## src/inc/periodic_timer_defines.svh

```systemverilog
/*
 Register offsets, field positions, reset values and counts of the periodic timer.
 Assumes a 32-bit classic Wishbone slave, one register per aligned word.
*/
`ifndef PERIODIC_TIMER_DEFINES_SVH
`define PERIODIC_TIMER_DEFINES_SVH

`define PT_ADDR_W       6
`define PT_OFF_CTRL0    6'h00
`define PT_OFF_CTRL1    6'h04
`define PT_OFF_CNT_LO   6'h08
`define PT_OFF_CNT_HI   6'h0c
`define PT_OFF_CMPA_LO  6'h10
`define PT_OFF_CMPA_HI  6'h14
`define PT_OFF_PER_LO   6'h18
`define PT_OFF_PER_HI   6'h1c
`define PT_OFF_FLAGS    6'h20

`define PT_CTRL0_PAUSE  7
`define PT_CTRL0_CKHI   6
`define PT_CTRL0_CKLO   4
`define PT_CTRL0_RUN    3
`define PT_CTRL1_MHI    7
`define PT_CTRL1_MLO    6
`define PT_CTRL1_IOHI   5
`define PT_CTRL1_IOLO   4
`define PT_CTRL1_INIT   3
`define PT_CTRL1_INV    2
`define PT_CTRL1_CCLR   0
`define PT_FLAG_A       0
`define PT_FLAG_P       1

`define PT_CNT_W        10
`define PT_CNT_MAX      10'h3ff
`define PT_RESET_BYTE   8'h00
`define PT_DIV4         2'h3
`define PT_DIV16        4'hf
`define PT_DIV64        6'h3f

`endif

```

## src/inc/periodic_timer_pkg.sv

```systemverilog
/*
 Types of the periodic timer: mode and clock select encodings, the control word.
 Assumes the defines header is included by users of offsets.
*/
package periodic_timer_pkg;

	typedef enum logic [1:0] {
		MODE_COMPARE = 2'h0,
		MODE_UNDEF   = 2'h1,
		MODE_PWM     = 2'h2,
		MODE_TIMER   = 2'h3
	} mode_t;

	typedef enum logic [2:0] {
		CLK_SYS_DIV4 = 3'h0,
		CLK_SYS      = 3'h1,
		CLK_H_DIV16  = 3'h2,
		CLK_H_DIV64  = 3'h3,
		CLK_SUB_A    = 3'h4,
		CLK_SUB_B    = 3'h5,
		CLK_PIN_RISE = 3'h6,
		CLK_PIN_FALL = 3'h7
	} clk_sel_t;

	// Control fields that steer the counter and the pin
	typedef struct packed {
		mode_t      mode;
		logic [1:0] pinAction;
		logic       initLevel;
		logic       invert;
		logic       reserved;
		logic       clearSel;
	} ctrl1_t;

	// Wishbone request from the master
	typedef struct packed {
		logic        cyc;
		logic        stb;
		logic        we;
		logic [3:0]  sel;
		logic [5:0]  adr;
		logic [31:0] dat;
	} wb_req_t;

	// Wishbone answer from the slave
	typedef struct packed {
		logic        ack;
		logic [31:0] dat;
	} wb_rsp_t;

endpackage

```

## src/hw/periodic_timer.sv

```systemverilog
/*
 Periodic 10-bit timer with comparators A and P, four modes, one output pin.
 Assumes a classic Wishbone master on the same clock; the external count
 pin and the slow clock enables arrive asynchronously and are synchronised.
*/
// Decided for this implementation: the placing of the registers and the Wishbone interface to the registers.
`timescale 1ns/100ps
`include "periodic_timer_defines.svh"

module periodic_timer
	import periodic_timer_pkg::*;
(
	// Clock and reset
	input  wire logic                        clock,
	input  wire logic                        sys_rst,
	// Register bus
	input  wire periodic_timer_pkg::wb_req_t wbReq,
	output periodic_timer_pkg::wb_rsp_t      wbRsp,
	// Count clock sources
	input  wire logic                        extCountPin,
	input  wire logic                        fastClkTick,
	input  wire logic                        subClkTick,
	// Output pin
	output logic                             timerOut,
	output logic                             timerOutEn_n,
	// Match events
	output logic                             matchAPulse,
	output logic                             matchPPulse
);
	import periodic_timer_pkg::*;

	logic [7:0]  ctrl0_q;
	ctrl1_t      ctrl1_q;
	logic [9:0]  cmpA_q;
	logic [9:0]  period_q;
	logic [9:0]  count_q;
	logic        flagA_q;
	logic        flagP_q;
	logic        pin_q;
	logic        ack_q;
	logic [31:0] rdat_q;
	logic        runPrev_q;
	logic [1:0]  extSync_q;
	logic [1:0]  fastSync_q;
	logic [1:0]  subSync_q;
	logic        extLast_q;
	logic        fastLast_q;
	logic        subLast_q;
	logic [1:0]  div4_q;
	logic [3:0]  div16_q;
	logic [5:0]  div64_q;

	logic        runBit;
	logic        pauseBit;
	logic        runRise;
	logic        tick;
	logic        extEdge;
	logic        fastEdge;
	logic        subEdge;
	logic        pwmMode;
	logic        pulseMode;
	logic        matchA;
	logic        matchP;
	logic        clearCnt;
	logic        raiseA;
	logic        raiseP;
	logic        busWrite;
	logic        busRead;
	logic [9:0]  nextCount;
	logic        pwmActive;

	assign runBit    = ctrl0_q[`PT_CTRL0_RUN];
	assign pauseBit  = ctrl0_q[`PT_CTRL0_PAUSE];
	assign runRise   = runBit & ~runPrev_q;
	assign pwmMode   = (ctrl1_q.mode == MODE_PWM) & (ctrl1_q.pinAction != 2'h3);
	assign pulseMode = (ctrl1_q.mode == MODE_PWM) & (ctrl1_q.pinAction == 2'h3);
	assign busWrite  = wbReq.cyc & wbReq.stb & wbReq.we & ~ack_q & wbReq.sel[0];
	assign busRead   = wbReq.cyc & wbReq.stb & ~wbReq.we & ~ack_q;

	// Input synchronisers; first stage feeds only the second
	always_ff @(posedge clock or posedge sys_rst)
	begin
		if (sys_rst)
		begin
			extSync_q  <= 2'h0;
			fastSync_q <= 2'h0;
			subSync_q  <= 2'h0;
			extLast_q  <= 1'b0;
			fastLast_q <= 1'b0;
			subLast_q  <= 1'b0;
		end
		else
		begin
			extSync_q  <= {extSync_q[0], extCountPin};
			fastSync_q <= {fastSync_q[0], fastClkTick};
			subSync_q  <= {subSync_q[0], subClkTick};
			extLast_q  <= extSync_q[1];
			fastLast_q <= fastSync_q[1];
			subLast_q  <= subSync_q[1];
		end
	end

	// Pin edge polarity follows the clock select; rising when an internal source is chosen
	assign extEdge  = (ctrl0_q[`PT_CTRL0_CKHI:`PT_CTRL0_CKLO] == CLK_PIN_FALL) ?
	                  (extLast_q & ~extSync_q[1]) : (~extLast_q & extSync_q[1]);
	assign fastEdge = fastSync_q[1] & ~fastLast_q;
	assign subEdge  = subSync_q[1] & ~subLast_q;

	// Prescalers for the system and fast clock sources
	always_ff @(posedge clock or posedge sys_rst)
	begin
		if (sys_rst)
		begin
			div4_q  <= 2'h0;
			div16_q <= 4'h0;
			div64_q <= 6'h0;
		end
		else
		begin
			div4_q <= div4_q + 2'h1;
			if (fastEdge)
			begin
				div16_q <= div16_q + 4'h1;
				div64_q <= div64_q + 6'h1;
			end
		end
	end

	// Count clock select
	always_comb
	begin
		case (clk_sel_t'(ctrl0_q[`PT_CTRL0_CKHI:`PT_CTRL0_CKLO]))
			CLK_SYS_DIV4: tick = (div4_q == `PT_DIV4);
			CLK_SYS:      tick = 1'b1;
			CLK_H_DIV16:  tick = fastEdge & (div16_q == `PT_DIV16);
			CLK_H_DIV64:  tick = fastEdge & (div64_q == `PT_DIV64);
			CLK_SUB_A:    tick = subEdge;
			CLK_SUB_B:    tick = subEdge;
			CLK_PIN_RISE: tick = extEdge;
			CLK_PIN_FALL: tick = extEdge;
			default:      tick = 1'b0;
		endcase
	end

	// Full-width compares; counting gated by run, pause and tick
	// A run start zeroes the count, so a residual count must not match in that cycle
	assign nextCount = count_q + 10'h1;
	assign matchA    = runBit & ~runRise & ~pauseBit & tick & (nextCount == cmpA_q)
	                   & (cmpA_q != 10'h0);
	assign matchP    = runBit & ~runRise & ~pauseBit & tick & (nextCount == period_q)
	                   & (period_q != 10'h0);

	// Flag and clear generation per mode
	always_comb
	begin
		raiseA   = 1'b0;
		raiseP   = 1'b0;
		clearCnt = 1'b0;
		if (pulseMode)
		begin
			// No clear and no period match in single pulse
			raiseA = matchA;
		end
		else if (pwmMode)
		begin
			raiseA   = matchA;
			raiseP   = matchP;
			clearCnt = matchP;
		end
		else if (ctrl1_q.clearSel)
		begin
			// Match A clears, no match P flag
			raiseA   = matchA;
			clearCnt = matchA;
		end
		else
		begin
			raiseA   = matchA;
			raiseP   = matchP;
			clearCnt = matchP;
		end
	end

	// Counter: zero on run rise, hold while off or paused
	always_ff @(posedge clock or posedge sys_rst)
	begin
		if (sys_rst)
			count_q <= 10'h0;
		else if (runRise)
			count_q <= 10'h0;
		else if (runBit & ~pauseBit & tick)
		begin
			// Wrap at 3FF gives 1024-count period when period is zero
			if (clearCnt)
				count_q <= 10'h0;
			else
				count_q <= nextCount;
		end
	end

	// Run edge history
	always_ff @(posedge clock or posedge sys_rst)
	begin
		if (sys_rst)
			runPrev_q <= 1'b0;
		else
			runPrev_q <= runBit;
	end

	// Control register 0; hardware set and clear of run win over software
	always_ff @(posedge clock or posedge sys_rst)
	begin
		if (sys_rst)
			ctrl0_q <= `PT_RESET_BYTE;
		else
		begin
			if (busWrite & (wbReq.adr == `PT_OFF_CTRL0))
				ctrl0_q <= {wbReq.dat[7:3], 3'h0};
			// Match A ends the pulse by dropping run
			if (pulseMode & raiseA)
				ctrl0_q[`PT_CTRL0_RUN] <= 1'b0;
			// External active edge starts the pulse
			else if (pulseMode & extEdge & ~runBit)
				ctrl0_q[`PT_CTRL0_RUN] <= 1'b1;
		end
	end

	// Configuration registers
	always_ff @(posedge clock or posedge sys_rst)
	begin
		if (sys_rst)
		begin
			ctrl1_q  <= ctrl1_t'(`PT_RESET_BYTE);
			cmpA_q   <= 10'h0;
			period_q <= 10'h0;
		end
		else if (busWrite)
		begin
			case (wbReq.adr)
				`PT_OFF_CTRL1:  ctrl1_q <= ctrl1_t'({wbReq.dat[7:2], 1'b0, wbReq.dat[0]});
				`PT_OFF_CMPA_LO: cmpA_q[7:0] <= wbReq.dat[7:0];
				`PT_OFF_CMPA_HI: cmpA_q[9:8] <= wbReq.dat[1:0];
				`PT_OFF_PER_LO:  period_q[7:0] <= wbReq.dat[7:0];
				`PT_OFF_PER_HI:  period_q[9:8] <= wbReq.dat[1:0];
				default:         ;
			endcase
		end
	end

	// Sticky match flags; a write of one clears, a new match wins
	always_ff @(posedge clock or posedge sys_rst)
	begin
		if (sys_rst)
		begin
			flagA_q <= 1'b0;
			flagP_q <= 1'b0;
		end
		else
		begin
			flagA_q <= raiseA | (flagA_q & ~(busWrite & (wbReq.adr == `PT_OFF_FLAGS)
			           & wbReq.dat[`PT_FLAG_A]));
			flagP_q <= raiseP | (flagP_q & ~(busWrite & (wbReq.adr == `PT_OFF_FLAGS)
			           & wbReq.dat[`PT_FLAG_P]));
		end
	end

	assign matchAPulse = raiseA;
	assign matchPPulse = raiseP;

	// Active while count below duty; duty at or above period stays active
	assign pwmActive = (count_q < cmpA_q) |
	                   ((period_q != 10'h0) & (cmpA_q >= period_q));

	// Pin level state for compare and single-pulse modes
	always_ff @(posedge clock or posedge sys_rst)
	begin
		if (sys_rst)
			pin_q <= 1'b0;
		// Run rise loads initial level; pulse starts here
		else if (runRise)
			pin_q <= ctrl1_q.initLevel;
		// Trailing edge: back to the inactive level once run drops
		else if (pulseMode & ~runBit)
			pin_q <= ~ctrl1_q.initLevel;
		// Only match A moves the pin in compare mode
		else if ((ctrl1_q.mode == MODE_COMPARE) & raiseA)
		begin
			case (ctrl1_q.pinAction)
				2'h1:    pin_q <= 1'b0;
				2'h2:    pin_q <= 1'b1;
				2'h3:    pin_q <= ~pin_q;
				default: pin_q <= pin_q;
			endcase
		end
	end

	// PWM pin: pass or force, polarity from initial level, then invert
	always_comb
	begin
		logic lvl;
		lvl = 1'b0;
		if (pwmMode)
		begin
			case (ctrl1_q.pinAction)
				2'h0:    lvl = ~ctrl1_q.initLevel;
				2'h1:    lvl = ctrl1_q.initLevel;
				default: lvl = pwmActive ? ctrl1_q.initLevel : ~ctrl1_q.initLevel;
			endcase
		end
		else
			lvl = pin_q;
		timerOut = lvl ^ ctrl1_q.invert;
	end

	// Pin released in timer mode; enable low while driving
	assign timerOutEn_n = (ctrl1_q.mode == MODE_TIMER) | (ctrl1_q.mode == MODE_UNDEF);

	// Wishbone slave: one wait state, ack for one cycle, unmapped reads zero
	always_ff @(posedge clock or posedge sys_rst)
	begin
		if (sys_rst)
		begin
			ack_q  <= 1'b0;
			rdat_q <= 32'h0;
		end
		else
		begin
			ack_q <= wbReq.cyc & wbReq.stb & ~ack_q;
			if (busRead)
			begin
				case (wbReq.adr)
					`PT_OFF_CTRL0:   rdat_q <= {24'h0, ctrl0_q};
					`PT_OFF_CTRL1:   rdat_q <= {24'h0, ctrl1_q};
					`PT_OFF_CNT_LO:  rdat_q <= {24'h0, count_q[7:0]};
					`PT_OFF_CNT_HI:  rdat_q <= {30'h0, count_q[9:8]};
					`PT_OFF_CMPA_LO: rdat_q <= {24'h0, cmpA_q[7:0]};
					`PT_OFF_CMPA_HI: rdat_q <= {30'h0, cmpA_q[9:8]};
					`PT_OFF_PER_LO:  rdat_q <= {24'h0, period_q[7:0]};
					`PT_OFF_PER_HI:  rdat_q <= {30'h0, period_q[9:8]};
					`PT_OFF_FLAGS:   rdat_q <= {30'h0, flagP_q, flagA_q};
					default:         rdat_q <= 32'h0;
				endcase
			end
		end
	end

	assign wbRsp = '{ack: ack_q, dat: rdat_q};

endmodule

```

## config.mk

```make
export PLATFORM = sky130hd
export DESIGN_NAME = periodic_timer
export DESIGN_NICKNAME = d
export VERILOG_FILES = /design/src/inc/periodic_timer_pkg.sv /design/src/hw/periodic_timer.sv
export VERILOG_INCLUDE_DIRS = /design/src /design/src/inc
export SDC_FILE = /design/constraint.sdc
export NUM_CORES = 1
export LEC_CHECK = 0
export BUFFER_PORTS_ARGS = -buffer_cell sky130_fd_sc_hd__buf_2
export CAP_MARGIN = 10
export CORE_MARGIN = 2
export CORE_UTILIZATION = 55
export CTS_BUF_LIST = sky130_fd_sc_hd__clkbuf_4
export DETAILED_ROUTE_END_ITERATION = 7
export GPL_ROUTABILITY_DRIVEN = 0
export PLACE_DENSITY_LB_ADDON = 0.3
export SLEW_MARGIN = 10
export SYNTH_ARGS = -nofsm -noshare
export SYNTH_HDL_FRONTEND = slang
export SYNTH_SLANG_ARGS = --single-unit
```

## constraint.sdc

```tcl
create_clock -name clock -period 3.5 [get_ports clock]
set_input_delay 0 -clock clock [delete_from_list [all_inputs] [get_ports clock]]
set_output_delay 0 -clock clock [all_outputs]
set_load 0.03 [all_outputs]
```

# Word level (Yosys, flattened, before mapping)

Index checks and enable logic that the tools add are counted.

$add $sub $neg: 4
$mul: 0
Divide/modulo/power cells: 0
Magnitude comparators: 2
Equality and inequality tests: 27
Shifts and indexed selects: 0
Multiplexer cells: 22
Bitwise logic cells: 56
Reduce and logical (&&, ||, !) cells: 18

Operator list:

| cell                                                             | number |
|---|---|
| 8-bit one-hot mux with 9 select lines                            | 1 |
| 1-bit bitwise AND                                                | 37 |
| 10-bit two-way mux                                               | 3 |
| 6-bit by 5-bit == test with 1-bit output (second input constant) | 4 |
| 10-bit == test                                                   | 2 |
| 10-bit nonzero test                                              | 2 |
| 1-bit two-way mux                                                | 14 |
| 1-bit NOT                                                        | 14 |
| 3-bit == test (second input constant)                            | 4 |
| 6-bit by 4-bit == test with 1-bit output (second input constant) | 2 |
| 6-bit == test (second input constant)                            | 2 |
| 2-bit AND reduction                                              | 6 |
| 10-bit by 1-bit adder with 10-bit output (second input constant) | 1 |
| 2-bit == test (second input constant)                            | 5 |
| 10-bit >= comparator                                             | 1 |
| 10-bit < comparator                                              | 1 |
| 6-bit by 1-bit adder with 6-bit output (second input constant)   | 1 |
| 3-bit by 2-bit == test with 1-bit output (second input constant) | 2 |
| 6-bit by 3-bit == test with 1-bit output (second input constant) | 1 |
| 6-bit logical NOT                                                | 1 |
| 1-bit one-hot mux with 6 select lines                            | 1 |
| 3-bit nonzero test                                               | 2 |
| 5-bit nonzero test                                               | 1 |
| 4-bit by 1-bit adder with 4-bit output (second input constant)   | 1 |
| 14 further kinds                                                 | 20 |

Register bits: 100
Latch bits: 0
Memory bits (writable): 0
Bits in read-only memories: 0
Input bits: 50
Output and inout port bits: 37
Word-level logic and storage cells: 156
Memories kept: 0

# Depth between registers and ports, before layout

Depth in word-level cells: 14
Depth in mapped cells: 11
Depth with buffers taken out: 10

# Least setup slack after synthesis

No wires, ideal clock.

Kind: reg2reg
From: register div64_q[0]
To: register flagP_q
Library setup time: 0.070 ns
Data arrival time: 2.671 ns
Data required time: 3.430 ns
Setup slack: 0.759 ns
Cell stages (with the launch flop): 8
Path buffers: 0
Period minus slack after synthesis: 2.741 ns
Cell sequence: dfrtp_1 ha_1 and4_1 nand4_1 a2111oi_4 o211ai_2 nor4_1 a21o_1

Longest elaborated chain between the ends: 10

Ends and longest elaborated chain:

| item                                      | line                  | source |
|---|---|---|
| from (decl)                               | periodic_timer.sv:51  | `logic [5:0] div64_q;` |
| from (signal assigned)                    | periodic_timer.sv:124 | `div64_q <= div64_q + 6'h1;` |
| 6-bit == test (no source line) (*)        | -                     |  |
| 1-bit bitwise AND (*)                     | periodic_timer.sv:136 | `` CLK_H_DIV64: tick = fastEdge & (div64_q == `PT_DIV64); `` |
| 1-bit one-hot mux with 6 select lines (*) | periodic_timer.sv:132 | `` case (clk_sel_t'(ctrl0_q[`PT_CTRL0_CKHI:`PT_CTRL0_CKLO])) `` |
| 1-bit bitwise AND (*) (2 in series)       | periodic_timer.sv:150 | `assign matchP = runBit & ~runRise & ~pauseBit & tick & (nextCount == period_q)` |
| 1-bit bitwise AND (*)                     | periodic_timer.sv:151 | `& (period_q != 10'h0);` |
| 1-bit two-way mux                         | periodic_timer.sv:170 | `else if (ctrl1_q.clearSel)` |
| 1-bit two-way mux (*)                     | periodic_timer.sv:164 | `else if (pwmMode)` |
| 1-bit two-way mux (*)                     | periodic_timer.sv:159 | `if (pulseMode)` |
| net matchPPulse                           | periodic_timer.sv:28  | `output logic matchPPulse` |
| 1-bit bitwise OR (*)                      | periodic_timer.sv:262 | `` flagP_q <= raiseP \| (flagP_q & ~(busWrite & (wbReq.adr == `PT_OFF_FLAGS) `` |
| to (signal assigned)                      | periodic_timer.sv:262 |  |
| to (decl)                                 | periodic_timer.sv:38  | `logic flagP_q;` |

Mark *: on every way through the listed nets, which the timed path passes. The rest lies on a longest branch.
A chain may end at the register's enable or synchronous reset.

# Final worst setup path

From: register count_q[0]
To: register count_q[4]

Longest elaborated chain between the ends: 10
Elaborated cells on any way between the ends: 13
Those cells by class: add/sub (1); eq/ne (2); mux (6); bitwise (4)

Ends and longest elaborated chain:

| item                                         | line                                         | source |
|---|---|---|
| from (decl)                                  | periodic_timer.sv:36                         | `logic [9:0] count_q;` |
| from (signal assigned)                       | periodic_timer.sv:197                        | `count_q <= nextCount;` |
| 10-bit by 1-bit adder with 10-bit output (*) | periodic_timer.sv:147                        | `assign nextCount = count_q + 10'h1;` |
| 10-bit == test (on tied branches)            | periodic_timer.sv:150, periodic_timer.sv:148 |  |
| 1-bit bitwise AND (on tied branches)         | periodic_timer.sv:150, periodic_timer.sv:148 |  |
| 1-bit bitwise AND (on tied branches)         | periodic_timer.sv:151, periodic_timer.sv:149 |  |
| 1-bit two-way mux                            | periodic_timer.sv:170                        |  |
| 1-bit two-way mux                            | periodic_timer.sv:164                        |  |
| 1-bit two-way mux                            | periodic_timer.sv:159                        |  |
| 10-bit two-way mux (*)                       | periodic_timer.sv:194                        | `if (clearCnt)` |
| 10-bit two-way mux (*)                       | periodic_timer.sv:191                        | `else if (runBit & ~pauseBit & tick)` |
| 10-bit two-way mux (*)                       | periodic_timer.sv:189                        | `else if (runRise)` |

Every way passes the cells marked *; elsewhere a longest branch is shown, timed or not. The select of a mux whose other input is x is not followed.

==> flow_metrics.py <==
metrics = {
    "logic_synthesis": {
        "synth_top_area_cell": "dfrtp_1",
        "ys_ff_latch": 76,
        "synth.distinct_cells": 61,
        "synthArstFlopShare_pct": 100,
        "yosys.area.top_type_share_pct": 38.7,
        "ys.flop_type": "dfrtp_1",
        "yosysWarnings": 0,
        "yosysMostFrequentCell": "dfrtp_1",
        "synth_common_cells": "76 x dfrtp_1, 50 x nand2_1, 32 x inv_1",
        "synth_area_um2": 4920,
        "synth_edf_count": 0,
        "ys_seq_area_share_pct": 38.7,
        "syn-mean-instance-area_um2": 9.55,
        "synth.area.top_cells": "dfrtp_1 39%, ha_1 7.1%, buf_4 4.1%",
        "syn_inst": 515,
    },
    "timing": {
        "fin_crit_ps": 3340,
        "skew_ps": 21.2,
        "tightest_slew_ps": 1040,
        "slew_viol_final": 0,
        "fin_setup_tns_ps": 0,
        "hold_viol": 0,
        "timing.final.crit_share_pct": 95.3,
        "rsz0062_at_grt": "no",
        "slew_headroom_pct": 30.2,
        "fmax_mhz": 300,
        "final-setup-viol-count": 0,
    },
    "critical_path": {
        "crit_required_ps": 3820,
        "critPathMaxFanout": 14,
        "critPathKind": "reg2reg",
        "arrival_ps": 3660,
        "start_kind": "register",
        "end_kind": "register",
    },
    "final_layout": {
        "nets": 636,
        "seqCellArea_um2": 1900,
        "fillCellCount": 740,
        "design_area_um2": 5370,
        "area_growth_syn_to_layout_pct": 9.11,
        "instances_no_fill": 671,
        "diodes": 0,
        "drive_gt1_share_pct": 13.9,
        "multiInputGateArea_um2": 2690,
    },
    "clock_network": {
        "cts_resized": 0,
        "tritoncts": "done",
        "cts.sinks": 76,
        "root_buffer": "clkbuf_4",
        "ctsLongestPathBuffers": 2,
        "cts_setup_buffers": 0,
        "numCtsBuffers": 9,
        "clock_latency_ps": 430,
        "htreeDepth": 3,
        "path_clk_slew_ps": 140,
    },
    "route": {
        "num_vias": 4212,
        "antenna_left": 0,
        "drt_iter0_drc": 363,
        "via_per_inst": 6.28,
        "dr.pass1.iters": 6,
        "drc_errors": 0,
        "wl_per_cell_um": 18.2,
        "wirelength_um": 12200,
    },
    "place": {
        "dp.cells": 641,
        "dp_hpwl_um": 9210,
        "io_buffer_count": 35,
        "place_area_um2": 5070,
    },
    "grt": {
        "grt_pass1_vias": 4001,
        "grt_remaining_overflow": 0,
        "track_usage_pct": 26.0,
        "antenna_found_initial": 0,
        "grt_pass1_wl_um": 20000,
        "grt_max_degree": 50,
    },
    "power_and_ir_drop": {
        "switchingPower_mw": 0.686,
        "clkPwrFrac_pct": 29.0,
        "swShare_pct": 33.4,
        "pwr-share-comb_pct": 18.8,
        "p_int_mw": 1.37,
        "power.density_nw_per_um2": 383,
        "ir_worst_vdd_mv": 0.333,
        "p_seq_share_pct": 52.2,
        "power_leakage_nw": 2.57,
    },
    "floorplan": {
        "die_w_um": 98.6,
        "io_pins": 87,
        "core_area_um2": 8680,
        "initial_utilization_pct": 56.7,
        "std_cell_rows": 34,
        "die-area_um2": 9720,
        "die_height_um": 98.6,
    },
    "job": {
        "maxCapViolations": 0,
    },
    "status": {
        "run_status": "finished clean",
    },
    "min_path": {
        "hold_class": "in2reg",
    },
}
[metrics by stage]
step                      hold WS [ps]  total power, mW  setup WS [ps]  util [%]
final                             36.6             2.05            165      61.8
after CTS                         13.0             2.07            250      61.8
after global routing              32.2             2.17           15.2      61.8
after detailed placement           112             1.46            302      58.4
after global placement             108             1.43            451      58.4
after floorplan                   31.4             1.37            759         -
[routing by layer]
metal	global-route usage [%]	routed length (um)
met1	34.4	5080
met5	0	0
met3	5.46	1010
met4	11.0	426
met2	41.8	5710
[critical path, stage by stage, from the launching register on]
cell      delay, ps
dfrtp_1         540
ha_1            410
nand3_1         250
a211oi_1        350
and4_1          220
and3_1          280
nor4b_4         400
a31oi_2         340
a21o_1          270
a22o_1          180
[cell usage in the layout (no fill, tap or decap), types with 3 or more instances in the layout]
master / netlist / routed
nor3_1: 7 / 7
and3_1: 7 / 7
and4_1: 3 / 3
nor4_1: 9 / 9
nand2b_1: 5 / 5
a32oi_1: 3 / 3
buf_4: 27 / 6
clkbuf_4: 0 / 9
a21o_1: 14 / 14
dfrtp_1: 76 / 76
dlygate4sd3_1: 0 / 14
inv_6: 0 / 3
mux2i_1: 3 / 3
inv_1: 32 / 31
nand4_1: 15 / 15
a22o_1: 3 / 3
nand3b_1: 6 / 6
a22oi_1: 10 / 10
a21oi_1: 20 / 20
buf_2: 7 / 35
nand3_1: 10 / 10
nor2_1: 25 / 25
o211ai_1: 7 / 7
o22ai_1: 4 / 4
conb_1: 1 / 24
nand2_1: 50 / 50
ha_1: 28 / 28
o31ai_1: 3 / 3
xnor2_1: 15 / 15
xnor3_1: 6 / 6
nor2b_1: 7 / 7
o21a_1: 4 / 4
a222oi_1: 5 / 5
a211oi_1: 3 / 3
xor2_1: 9 / 9
mux2_2: 13 / 13
o21ai_0: 27 / 27
a31oi_1: 10 / 10
[path summary, 6_finish.rpt]
check	start	slack, ps	cells past startpoint	end
worst max-delay path	count_q[0]	160	9	count_q[4]
worst min-delay path	wbReq[35]	40	3	period_q[9]
worst max register to register	count_q[0]	160	9	count_q[4]
worst min register to register	fastSync_q[0]	370	0	fastSync_q[1]
max in group asynchronous	sys_rst	2410	4	cmpA_q[3]
min in group asynchronous	sys_rst	230	3	rdat_q[0]
[power groups by stage]
stage	clock network, mW	registers (mW)	logic, mW
after CTS	0.610	1.07	0.385
after global routing	0.652	1.08	0.431
after floorplan	0	1.05	0.314
final	0.595	1.07	0.386
after global placement	0	1.08	0.356
after detailed placement	0	1.09	0.373
[cells by family (layout without fill, tap and decap cells)]
| logic type | count (synthesis) | in the layout | synth area share, % |
|---|---|---|---|
| AND/OR/NAND/NOR | 158 | 158 | 17.0 |
| AO/OA/AOI/OAI | 128 | 128 | 18.2 |
| buffers and inverters | 78 | 103 | 8.34 |
| flip-flops | 76 | 76 | 38.7 |
| XOR/XNOR | 30 | 30 | 7.02 |
| adder cells (fa/ha/maj) | 28 | 28 | 7.12 |
| multiplexers | 16 | 16 | 3.59 |
| other | 1 | 24 | 0.0762 |
[what timing repair did]
action	4_1_cts	5_1_grt
setup endpoints to repair	0	0
hold endpoints to repair	86	0
hold buffers	14	0
[layout make-up]
cell class	count	share of cell area [%]
Inverter	32	2.26
Tap cell	108	2.52
Clock inverter	7	1.63
Timing Repair Buffer	55	6.71
Clock buffer	9	1.26
Multi-Input combinational cell	384	50.2
Sequential cell	76	35.4
[sequential cells by signal, summed over array words and instances, names as in the netlist, 2 cells and up]
signal	flops
fastSync_q	2
ctrl1_q	7
extSync_q	2
div64_q	6
div4_q	2
subSync_q	2
rdat_q	8
ctrl0_q	5
div16_q	4
count_q	10
period_q	10
cmpA_q	10
No activity file was read; power rests on OpenSTA's default activity.
